`src/mss_defines.vh`:
```
// Constants for the multiphase soft-start sequencer
`ifndef MSS_DEFINES_VH
`define MSS_DEFINES_VH

// Switching period in REF_CLK cycles: 256 x 10 ns, about 390.6 kHz
`define MSS_PERIOD_LAST      8'hFF
// Soft-start counter width and sequence points, in switching cycles
`define MSS_SS_WIDTH         12
`define MSS_TRI_CYCLES       12'h020
`define MSS_CLAMP_CYCLES     12'h096
`define MSS_CLAMP_END        12'h0B6
`define MSS_PG_CYCLE         12'h7FF
// Ramp slope: duty and reference grow by one step every 4 cycles
`define MSS_RAMP_SHIFT       2
// Reset values
`define MSS_CHAN_RESET       3'h4
`define MSS_ACTIVE_RESET     4'hF

`endif

```
`src/mss_softstart_sequencer.v`:
```
// Soft-start sequencer and phase pulse generator of a multiphase buck controller
`include "mss_defines.vh"

// What this block does
// - Up to four phases; phase 4 tied high, or phases 3 and 4 both tied high, are detected and left unused
// - Active phases are offset by one period divided by the active count
// - Reset holds phase outputs high impedance, pulls power good low and clears oscillator, sawtooth, soft-start
// - Reset release starts soft-start; reset reassertion returns phase outputs to high impedance
// - First 32 switching cycles: reference inhibited, outputs high impedance
// - From cycle 33, about 150 cycles with outputs driven low
// - Then pulses start and width ramps from zero to the normal width
// - Internal reference ramps from zero to the target, one step every 4 switching cycles
// - Power good never asserts before switching cycle 2048
// - Larger error level gives longer duty, with no inversion
// - A phase above the average current gets a shorter pulse
// - Overcurrent during start-up restarts the whole soft-start sequence
// - Power good only with core voltage in limits and soft-start expired
module mss_softstart_sequencer (
    // Clock and power-on reset
    input  wire        REF_CLK,
    input  wire        RST,
    // Phase output pins, three signals each
    input  wire [3:0]  PHASE_DRIVE_IN,
    output wire [3:0]  PHASE_DRIVE_OUT,
    output wire [3:0]  PHASE_DRIVE_OE_N,
    // Control loop inputs, same clock domain
    input  wire [7:0]  ERROR_LEVEL,
    input  wire [7:0]  TARGET_LEVEL,
    input  wire [7:0]  CURRENT_PH1,
    input  wire [7:0]  CURRENT_PH2,
    input  wire [7:0]  CURRENT_PH3,
    input  wire [7:0]  CURRENT_PH4,
    // Comparator pins, asynchronous
    input  wire        OVERCURRENT_IN,
    input  wire        CORE_SENSE_IN,
    // Open-drain power good and status
    output wire        POWER_GOOD_OUT,
    output wire        POWER_GOOD_OE_N,
    output wire [7:0]  REFERENCE_LEVEL,
    output wire [2:0]  ACTIVE_COUNT
);

    localparam ST_TRI   = 2'h0;
    localparam ST_CLAMP = 2'h1;
    localparam ST_RAMP  = 2'h2;

    reg  [3:0]                 phase_meta_reg;
    reg  [3:0]                 phase_sync_reg;
    reg                        oc_meta_reg;
    reg                        oc_sync_reg;
    reg                        core_meta_reg;
    reg                        core_sync_reg;
    reg  [7:0]                 saw_reg;
    reg  [`MSS_SS_WIDTH-1:0]   ss_count_reg;
    reg  [`MSS_SS_WIDTH-1:0]   ss_count_next;
    reg  [2:0]                 chan_count_reg;
    reg  [3:0]                 active_reg;
    reg  [3:0]                 drive_out_reg;
    reg  [3:0]                 drive_oe_n_reg;
    reg                        pg_oe_n_reg;
    reg  [7:0]                 ref_level_reg;
    reg  [7:0]                 ref_level_next;
    reg  [1:0]                 state;
    reg  [7:0]                 ramp_level;
    reg  [7:0]                 avg_current;
    reg  [9:0]                 sum_current;
    reg  [7:0]                 cur;
    reg  [7:0]                 demand;
    reg  [7:0]                 duty;
    reg  [7:0]                 saw_shift;
    reg  [3:0]                 pulse;
    reg  [3:0]                 drive_out_next;
    reg  [3:0]                 drive_oe_n_next;
    reg                        restart;
    integer                    i;

    wire                       period_end;
    wire [`MSS_SS_WIDTH-1:0]   ramp_count;
    wire [31:0]                sum_x85;

    assign period_end = (saw_reg == `MSS_PERIOD_LAST);
    assign ramp_count = ss_count_reg - `MSS_CLAMP_END;
    assign sum_x85    = {22'h0, sum_current} * 32'h00000055;

    function [7:0] mss_min8;
        input [7:0] a;
        input [7:0] b;
        begin
            mss_min8 = (a < b) ? a : b;
        end
    endfunction

    // Sawtooth start of each phase, even spread over one period
    function [7:0] mss_offset;
        input [1:0] idx;
        input [2:0] n;
        begin
            case (n)
                3'h2: mss_offset = idx[0] ? 8'h80 : 8'h00;
                3'h3: mss_offset = (idx == 2'h0) ? 8'h00 : ((idx == 2'h1) ? 8'h55 : 8'hAB);
                default: mss_offset = {idx, 6'h00};
            endcase
        end
    endfunction

    function [7:0] mss_current;
        input [1:0] idx;
        input [31:0] all;
        begin
            mss_current = all[idx*8 +: 8];
        end
    endfunction

    // Pins pass two flip-flops before use
    always @(posedge REF_CLK) begin
        if (RST) begin
            phase_meta_reg <= 4'h0;
            phase_sync_reg <= 4'h0;
            oc_meta_reg    <= 1'b0;
            oc_sync_reg    <= 1'b0;
            core_meta_reg  <= 1'b0;
            core_sync_reg  <= 1'b0;
        end else begin
            phase_meta_reg <= PHASE_DRIVE_IN;
            phase_sync_reg <= phase_meta_reg;
            oc_meta_reg    <= OVERCURRENT_IN;
            oc_sync_reg    <= oc_meta_reg;
            core_meta_reg  <= CORE_SENSE_IN;
            core_sync_reg  <= core_meta_reg;
        end
    end

    // Sequence decode from the soft-start counter
    always @* begin
        if (ss_count_reg < `MSS_TRI_CYCLES) begin
            state = ST_TRI;
        end else if (ss_count_reg < `MSS_CLAMP_END) begin
            state = ST_CLAMP;
        end else begin
            state = ST_RAMP;
        end
        if (state != ST_RAMP) begin
            ramp_level = 8'h00;
        end else if ((ramp_count >> `MSS_RAMP_SHIFT) > 12'h0FF) begin
            ramp_level = 8'hFF;
        end else begin
            ramp_level = ramp_count[`MSS_RAMP_SHIFT +: 8];
        end
    end

    // Overcurrent before power good restarts the sequence
    always @* begin
        restart = oc_sync_reg && (ss_count_reg < `MSS_PG_CYCLE);
        if (restart) begin
            ss_count_next = {`MSS_SS_WIDTH{1'b0}};
        end else if (period_end && (ss_count_reg != `MSS_PG_CYCLE)) begin
            ss_count_next = ss_count_reg + 12'h001;
        end else begin
            ss_count_next = ss_count_reg;
        end
        // Reference held at zero until the ramp, then tracks up to target
        ref_level_next = mss_min8(TARGET_LEVEL, ramp_level);
    end

    // Per-phase duty and pulse
    always @* begin
        sum_current = 10'h000;
        for (i = 0; i < 4; i = i + 1) begin
            if (active_reg[i]) begin
                sum_current = sum_current
                            + {2'h0, mss_current(i[1:0], {CURRENT_PH4, CURRENT_PH3, CURRENT_PH2, CURRENT_PH1})};
            end
        end
        // Divide by three approximated as x85/256; worst error one code
        case (chan_count_reg)
            3'h2:    avg_current = sum_current[8:1];
            3'h3:    avg_current = sum_x85[15:8];
            default: avg_current = sum_current[9:2];
        endcase
        pulse           = 4'h0;
        drive_out_next  = 4'h0;
        drive_oe_n_next = 4'hF;
        cur             = 8'h00;
        demand          = 8'h00;
        duty            = 8'h00;
        saw_shift       = 8'h00;
        for (i = 0; i < 4; i = i + 1) begin
            cur = mss_current(i[1:0], {CURRENT_PH4, CURRENT_PH3, CURRENT_PH2, CURRENT_PH1});
            // Above-average current trims this phase only
            if (cur > avg_current && (cur - avg_current) < ERROR_LEVEL) begin
                demand = ERROR_LEVEL - (cur - avg_current);
            end else if (cur > avg_current) begin
                demand = 8'h00;
            end else begin
                demand = ERROR_LEVEL;
            end
            duty      = mss_min8(demand, ramp_level);
            saw_shift = saw_reg - mss_offset(i[1:0], chan_count_reg);
            pulse[i]  = saw_shift < duty;
            if (active_reg[i] && state != ST_TRI && !restart) begin
                drive_oe_n_next[i] = 1'b0;
                drive_out_next[i]  = (state == ST_RAMP) ? pulse[i] : 1'b0;
            end
        end
    end

    always @(posedge REF_CLK) begin
        if (RST) begin
            saw_reg        <= 8'h00;
            ss_count_reg   <= {`MSS_SS_WIDTH{1'b0}};
            chan_count_reg <= `MSS_CHAN_RESET;
            active_reg     <= `MSS_ACTIVE_RESET;
            drive_out_reg  <= 4'h0;
            drive_oe_n_reg <= 4'hF;
            pg_oe_n_reg    <= 1'b0;
            ref_level_reg  <= 8'h00;
        end else begin
            saw_reg        <= restart ? 8'h00 : saw_reg + 8'h01;
            ss_count_reg   <= ss_count_next;
            drive_out_reg  <= drive_out_next;
            drive_oe_n_reg <= drive_oe_n_next;
            ref_level_reg  <= ref_level_next;
            // Sample ties at the last edge of the high-impedance interval
            if (period_end && ss_count_reg == `MSS_TRI_CYCLES - 12'h001) begin
                if (phase_sync_reg[3] && phase_sync_reg[2]) begin
                    chan_count_reg <= 3'h2;
                    active_reg     <= 4'h3;
                end else if (phase_sync_reg[3]) begin
                    chan_count_reg <= 3'h3;
                    active_reg     <= 4'h7;
                end else begin
                    chan_count_reg <= 3'h4;
                    active_reg     <= 4'hF;
                end
            end
            // Pulls low unless both conditions hold
            pg_oe_n_reg <= core_sync_reg && (ss_count_reg == `MSS_PG_CYCLE);
        end
    end

    assign PHASE_DRIVE_OUT  = drive_out_reg;
    assign PHASE_DRIVE_OE_N = drive_oe_n_reg;
    assign POWER_GOOD_OUT   = 1'b0;
    assign POWER_GOOD_OE_N  = pg_oe_n_reg;
    assign REFERENCE_LEVEL  = ref_level_reg;
    assign ACTIVE_COUNT     = chan_count_reg;

endmodule // mss_softstart_sequencer

```
`config.mk`:
```
export PLATFORM = sky130hd
export DESIGN_NAME = mss_softstart_sequencer
export DESIGN_NICKNAME = d
export VERILOG_FILES = /design/src/mss_softstart_sequencer.v
export VERILOG_INCLUDE_DIRS = /design/src
export SDC_FILE = /design/constraint.sdc
export NUM_CORES = 1
export LEC_CHECK = 0
export BUFFER_PORTS_ARGS = -buffer_cell sky130_fd_sc_hd__buf_2
export CAP_MARGIN = 20
export CORE_ASPECT_RATIO = 0.5
export CORE_MARGIN = 2
export CORE_UTILIZATION = 30
export DETAILED_ROUTE_END_ITERATION = 6
export PLACE_DENSITY = 0.43
export SYNTH_ARGS = -nofsm -noshare
export SYNTH_HDL_FRONTEND = slang
export SYNTH_SLANG_ARGS = --single-unit
export TNS_END_PERCENT = 10
```
`constraint.sdc`:
```
create_clock -name REF_CLK -period 16.77 [get_ports REF_CLK]
set_input_delay 0.8385 -clock REF_CLK [delete_from_list [all_inputs] [get_ports REF_CLK]]
set_output_delay 0.8385 -clock REF_CLK [all_outputs]
set_load 0.01 [all_outputs]
```
==> out/metrics.cfg, run 1 <==
[clock_tree]
clk_path_buf_depth = 2
ctsResizeCount = 0
cts_root_buffer = clkbuf_16
cts_buffers = 5
clock_latency_ns = 0.30
numClockSinks = 48
cts_setup_buffers = 0
hold_buffers = 0
htree_levels = 2
cts_tree = yes
clkTransAtPathRegs_ns = 0.07

[floorplan]
core_mm2 = 0.0318
die_area_mm2 = 0.0340
die_h_um = 131
io_pins = 77
floorplan.initialDensity_pct = 30.6
num_rows = 46
die_w_um = 259

[detailed_routing]
drtIter0Drc = 433
wirelength_mm = 28.8
ant_nets = 0
first_pass_iters = 4
vias = 8639
routed_via_density = 5.01
wl_per_cell_um = 16.7
drc_errors = 0

[worst_setup_path]
cp_top_family = compound AO/OA/AOI/OAI gates
path_common_cell = o21ai_0
crit_slowest_cell = a21oi_1
worst-path-max-fanout = 7
end_kind = register
path_buf_inv = 6
worst_setup_path_start_kind = primary input
path_class = primary input to register
cp.arrival_ns = 13.92
cpPeakStageDelay_ns = 0.67
required_ns = 16.99

[yosys]
synth_area_leaders = ha_1 (26%), dfxtp_1 (9.9%), xnor2_1 (6.0%)
ys.flop_type = dfxtp_1
syn_inst = 1229
synth-edff-count = 0
seq_area_frac_synth_pct = 9.88
ys_ff_latch = 48
synthDistinctLibCells = 74
synth_top_area_cell = ha_1
synth_top_area_share_pct = 26.0
yosys_warnings = 0
synth_nets = 1507
synth-async-reset-ratio_pct = 0
syn_avg_cell_area_um2 = 7.91
syn-cell-area_mm2 = 0.00972

[timing]
setup_tns_ns = 0
timing.slew.headroom_pct = 35.4
period_needed_ns = 13.70
final.period_utilization_pct = 81.7
tightest_slew_ns = 0.967
slew_viol_final = 0
fin_ws_ns = 3.07
setup_viol = 0
rsz0062_at_grt = false
hold_viol = 0
clock.fmax_ghz = 0.0730
skew_ns = 0.00663

[global_routing]
grt_antenna_before_repair = 1
grt_pass1_wl_mm = 46.0
grt_pass1_vias = 8705
grt_overflow = 0
grtUsageTotal_pct = 17.0
grt_max_degree = 24

[finish]
final_common_cell = ha_1
largest_reg_flops = 12
area_growth_pct = 9.66
finalNetCount = 1567
mostFrequentLayoutCells = ha_1 (202), inv_1 (104), nor2_1 (97)
drive_gt1_share_pct = 9.70

[outcome]
outcome = complete, no violations

[place]
dp_hpwl_mm = 24.6
pre_cts_slack_ns = 2.73
gp_congestion = 0.837
io_buffers = 73

[hold_path]
hp-class = register to register

[run]
maxCapViolCount = 0

==> final timing paths <==
kind | startpoint | end | slack, ns | depth (start not counted)
worst max-delay path | CURRENT_PH1[0] | PHASE_DRIVE_OUT[1] | 3.07 | 59
worst min-delay path | phase_meta_reg[3] | phase_sync_reg[3] | 0.44 | 1
worst max register to register | active_reg[2] | PHASE_DRIVE_OUT[1] | 4.26 | 52
worst min register to register | phase_meta_reg[3] | phase_sync_reg[3] | 0.44 | 1
==> worst register-to-register path, delay by kind of cell, from the launching register on <==
kind	cells	cell delay (ns)
buffers and inverters	4	0.55
and+or+nand+nor	9	0.95
adders and majority gates	9	3.37
DFF	1	0.71
AOI/OAI and AO/OA	25	5.70
muxes	2	0.64
xor gates and xnor gates	3	0.53
==> kinds of logic (layout without fill, tap and decap cells) <==
logic type / Yosys count / after routing / synth area share [%]
xor gates and xnor gates: 107 / 107 / 9.64
muxes: 44 / 44 / 4.73
and+or+nand+nor: 351 / 351 / 18.1
other: 1 / 3 / 0.0386
adders and majority gates: 222 / 222 / 30.1
DFF: 48 / 48 / 9.88
AOI/OAI and AO/OA: 325 / 325 / 21.8
buffers and inverters: 131 / 191 / 5.74
==> cell usage after synthesis, types with 21 or more instances <==
master    count
ha_1        202
inv_1       104
nor2_1       97
o21ai_0      96
nand2_1      80
a21oi_1      72
xnor2_1      67
dfxtp_1      48
xor2_1       40
a21o_1       38
nand2b_1     34
mux2i_1      33
nor2b_1      31
nor3_1       28
nand3_1      24
nand4_1      22
a211oi_1     21
==> final cells by class <==
| cell class | count | area (µm²) |
|---|---|---|
| repair buffers | 79 | 410 |
| inverters | 105 | 394 |
| clock inverters | 1 | 8.76 |
| clock buffers | 6 | 139 |
| multi-input cells | 1050 | 8210 |
| diodes | 2 | 5.00 |
| flip-flops and latches | 48 | 961 |
| fillers | 3383 | 21100 |
| well taps | 432 | 541 |
==> per-layer routing <==
layer / wire (µm) / GRT usage (%) / part of all wire, %
met5: 0 / 0 / 0
met4: 393 / 3.31 / 1.4
met2: 13200 / 29.1 / 46
met3: 566 / 1.47 / 2.0
met1: 14600 / 23.1 / 51
==> per-stage QoR <==
step	instance area [µm²]	hold slack (ns)	util (%)	cells
CTS	10700	0.438	33.5	1721
global placement	10500	0.419	33.1	1714
global route	10700	0.452	33.6	1722
finish	10700	0.435	33.6	1723
floorplan	9720	0.414	-	1229
detailed placement	10500	0.423	33.1	1714
Power of run 1 is left out: the tool's default activity adds up to more than one toggle a clock period on the data nets, which glitch-free logic cannot reach.
==> run 2: changes to the inputs <==
Settings changed: ABC_AREA set to 1.
Clock period 16.77 ns to 13 ns, I/O delays scaled along.
==> run 2 against run 1 <==
Against the previous run:
- via count is 5.6% higher
- register-to-register slack worse by 2.5 ns
- area after synthesis is 1.2% lower
- worst hold slack worse by 0.027 ns
- clock-buffer cell count is 1 lower
- cell area is 0.21% lower
- clock skew hardly changed
- critical path type unchanged
- setup slack worse by 1.9 ns
- critical path depth is 2 lower
- die area is 1.2% lower
- sequential share of layout area hardly changed
- largest cell class unchanged
- synthesized cell count is 18% higher
==> out/metrics.cfg, run 2 <==
[yosys]
synth-async-reset-ratio_pct = 0  ; unchanged
synth_nets = 1724  ; was 1,507
seq_area_frac_synth_pct = 10.0  ; was 9.88%
synth_most_common_cell = nand2_1  ; was ha_1
synth-edff-count = 0  ; unchanged
synth_area_leaders = ha_1 (26%), nand2_1 (14%), dfxtp_1 (10%)  ; was ha_1 (26%), dfxtp_1 (9.9%), xnor2_1 (6.0%)
netlist_top_cells_count = nand2_1 (364), inv_1 (220), ha_1 (202), a21oi_1 (106), o21ai_0 (96)  ; was ha_1 (202), inv_1 (104), nor2_1 (97), o21ai_0 (96), nand2_1 (80)
ys.flop_type = dfxtp_1  ; unchanged
ys_ff_latch = 48  ; unchanged
synth_top_area_cell = ha_1  ; unchanged
yosys_warnings = 0  ; unchanged
syn_inst = 1446  ; was 1,229
synth_top_area_share_pct = 26.3  ; was 26.0%
syn_avg_cell_area_um2 = 6.65  ; was 7.91 µm²
syn-cell-area_mm2 = 0.00961  ; was 0.00972 mm²
synthDistinctLibCells = 51  ; was 74

[worst_setup_path]
crit_path_end = PHASE_DRIVE_OUT[2]  ; was PHASE_DRIVE_OUT[1]
critPathLaunch = CURRENT_PH1[0]  ; unchanged
crit_slowest_cell = a31oi_1  ; was a21oi_1
end_kind = register  ; unchanged
worst_setup_path_start_kind = primary input  ; unchanged
cpPeakStageDelay_ns = 0.61  ; was 0.67 ns
r2r-end = PHASE_DRIVE_OUT[2]  ; was PHASE_DRIVE_OUT[1]
worst-path-max-fanout = 15  ; was 7
r2r_start = active_reg[2]  ; unchanged
path_common_cell = nand2_1  ; was o21ai_0
path_buf_inv = 6  ; unchanged
cp_top_family = adder cells  ; was compound AO/OA/AOI/OAI gates
required_ns = 13.23  ; was 16.99 ns
cp.depth = 57  ; was 59
path_class = primary input to register  ; unchanged
ff2ff_path_depth = 53  ; was 52
reg2reg_slack_ns = 1.79  ; was 4.26 ns
cp.arrival_ns = 12.01  ; was 13.92 ns

[global_routing]
grtUsageTotal_pct = 16.8  ; was 17.0%
grt_overflow = 0  ; unchanged
grt_antenna_before_repair = 0  ; was 1
grt_max_degree = 19  ; was 24
grt_pass1_vias = 8445  ; was 8,705
grt_pass1_wl_mm = 44.6  ; was 46.0 mm

[outcome]
outcome = complete, no violations  ; unchanged

[place]
placed_area_mm2 = 0.0105  ; about the same
io_buffers = 73  ; unchanged
dp_hpwl_mm = 24.3  ; was 24.6 mm
gp_congestion = 0.864  ; was 0.837

[finish]
area_growth_pct = 10.7  ; was 9.66%
antenna_cells = 0  ; was 2
drive_gt1_share_pct = 9.96  ; was 9.70%
finalNetCount = 1793  ; was 1,567
final_common_cell = nand2_1  ; was ha_1
mostFrequentLayoutCells = nand2_1 (364), inv_1 (220), ha_1 (202)  ; was ha_1 (202), inv_1 (104), nor2_1 (97)
design_area_mm2 = 0.0106  ; was 0.0107 mm²
largest_reg_flops = 12  ; unchanged

[clock_tree]
htree_levels = 2  ; unchanged
clkTransAtPathRegs_ns = 0.07  ; about the same
hold_buffers = 0  ; unchanged
clock_latency_ns = 0.29  ; was 0.30 ns
numClockSinks = 48  ; unchanged
cts_buffers = 5  ; unchanged
cts_root_buffer = clkbuf_16  ; unchanged
ctsResizeCount = 0  ; unchanged
cts_setup_buffers = 0  ; unchanged
clk_path_buf_depth = 2  ; unchanged
cts_tree = yes  ; unchanged

[timing]
tightest_slew_ns = 1.03  ; was 0.967 ns
hold_viol = 0  ; unchanged
clock.fmax_ghz = 0.0849
slew_viol_final = 0  ; unchanged
period_needed_ns = 11.78
final.period_utilization_pct = 90.7
setup_viol = 0  ; unchanged
rsz0062_at_grt = false  ; unchanged
setup_tns_ns = 0  ; unchanged
timing.slew.headroom_pct = 30.7  ; was 35.4%
skew_ns = 0.00659  ; was 0.00663 ns

[detailed_routing]
wl_per_cell_um = 14.7  ; was 16.7 µm
first_pass_iters = 5  ; was 4
ant_nets = 0  ; unchanged
vias = 9122  ; was 8,639
drc_errors = 0  ; unchanged
routed_via_density = 4.68  ; was 5.01
drtIter0Drc = 436  ; was 433
wirelength_mm = 28.7  ; was 28.8 mm

[floorplan]
die_h_um = 131  ; about the same
die_area_mm2 = 0.0336  ; was 0.0340 mm²
io_pins = 77  ; unchanged
die_w_um = 257  ; was 259 µm
core_mm2 = 0.0316  ; was 0.0318 mm²
num_rows = 46  ; unchanged
floorplan.initialDensity_pct = 30.4  ; was 30.6%

[hold_path]
hp-class = register to register  ; unchanged

[run]
maxCapViolCount = 0  ; unchanged

==> run 2: changes by cell type in the layout (fill, tap and decap cells not counted), sizes merged, moves of 15 or more <==
cell / change
inv: +124
xor2: +23
nand4: -15
nor2b: -31
nand2b: -34
xnor2: -49
nand3: +16
mux2i: -34
a21oi: +39
a21o: -34
nand2: +304
==> run 2: stage by stage <==
step,util (%),hold slack (ns),instances,worst slack [ns]
floorplan,-,0.388,1446,2.50
CTS,33.7,0.409,1948,0.887
detailed placement,33.1,0.396,1940,0.602
global placement,33.1,0.393,1940,0.815
finish,33.7,0.409,1948,1.22
global route,33.7,0.424,1948,0.100
==> run 2: worst min-delay path by stage <==
| stage | from | endpoint | slack, ns | cells after the start |
|---|---|---|---|---|
| 2_1_floorplan | core_meta_reg | core_sync_reg | 0.39 | 2 |
| 3_3_place_gp | core_meta_reg | core_sync_reg | 0.39 | 2 |
| 3_5_place_dp | core_meta_reg | core_sync_reg | 0.40 | 2 |
| 4_1_cts | core_meta_reg | core_sync_reg | 0.41 | 2 |
| 5_1_grt | core_meta_reg | core_sync_reg | 0.42 | 2 |
| 6_report | oc_meta_reg | oc_sync_reg | 0.41 | 2 |
==> run 2: tightest hold or removal path: stages (launching register included) <==
cell and delay (ns):
dfxtp_1 0.30, inv_1 0.04, nor2_1 0.03
==> run 2: cells by family (layout without fill, tap and decap cells) <==
kind of cell | Yosys count | in the layout | synth area share, %
and+or+nand+nor | 566 | 566 | 25.2
xor gates and xnor gates | 81 | 81 | 7.46
DFF | 48 | 48 | 10.0
other | 1 | 1 | 0.0390
buffers and inverters | 244 | 314 | 9.79
adders and majority gates | 222 | 222 | 30.5
AOI/OAI and AO/OA | 284 | 284 | 17.1
==> run 2: metal layers <==
| metal | track usage (%) | share of wire, % |
|---|---|---|
| met3 | 1.08 | 3.1 |
| met5 | 0 | 0 |
| met1 | 22.4 | 49 |
| met4 | 3.90 | 1.8 |
| met2 | 30.2 | 46 |
==> run 2: area by class of cell <==
class,instances,area [µm²]
clock buffers,5,125
clock inverters,3,47.5
fillers,3452,21000
inverters,229,860
multi-input cells,1154,7710
flip-flops and latches,48,961
well taps,432,541
repair buffers,77,395
Power of run 2 is left out for the same reason.
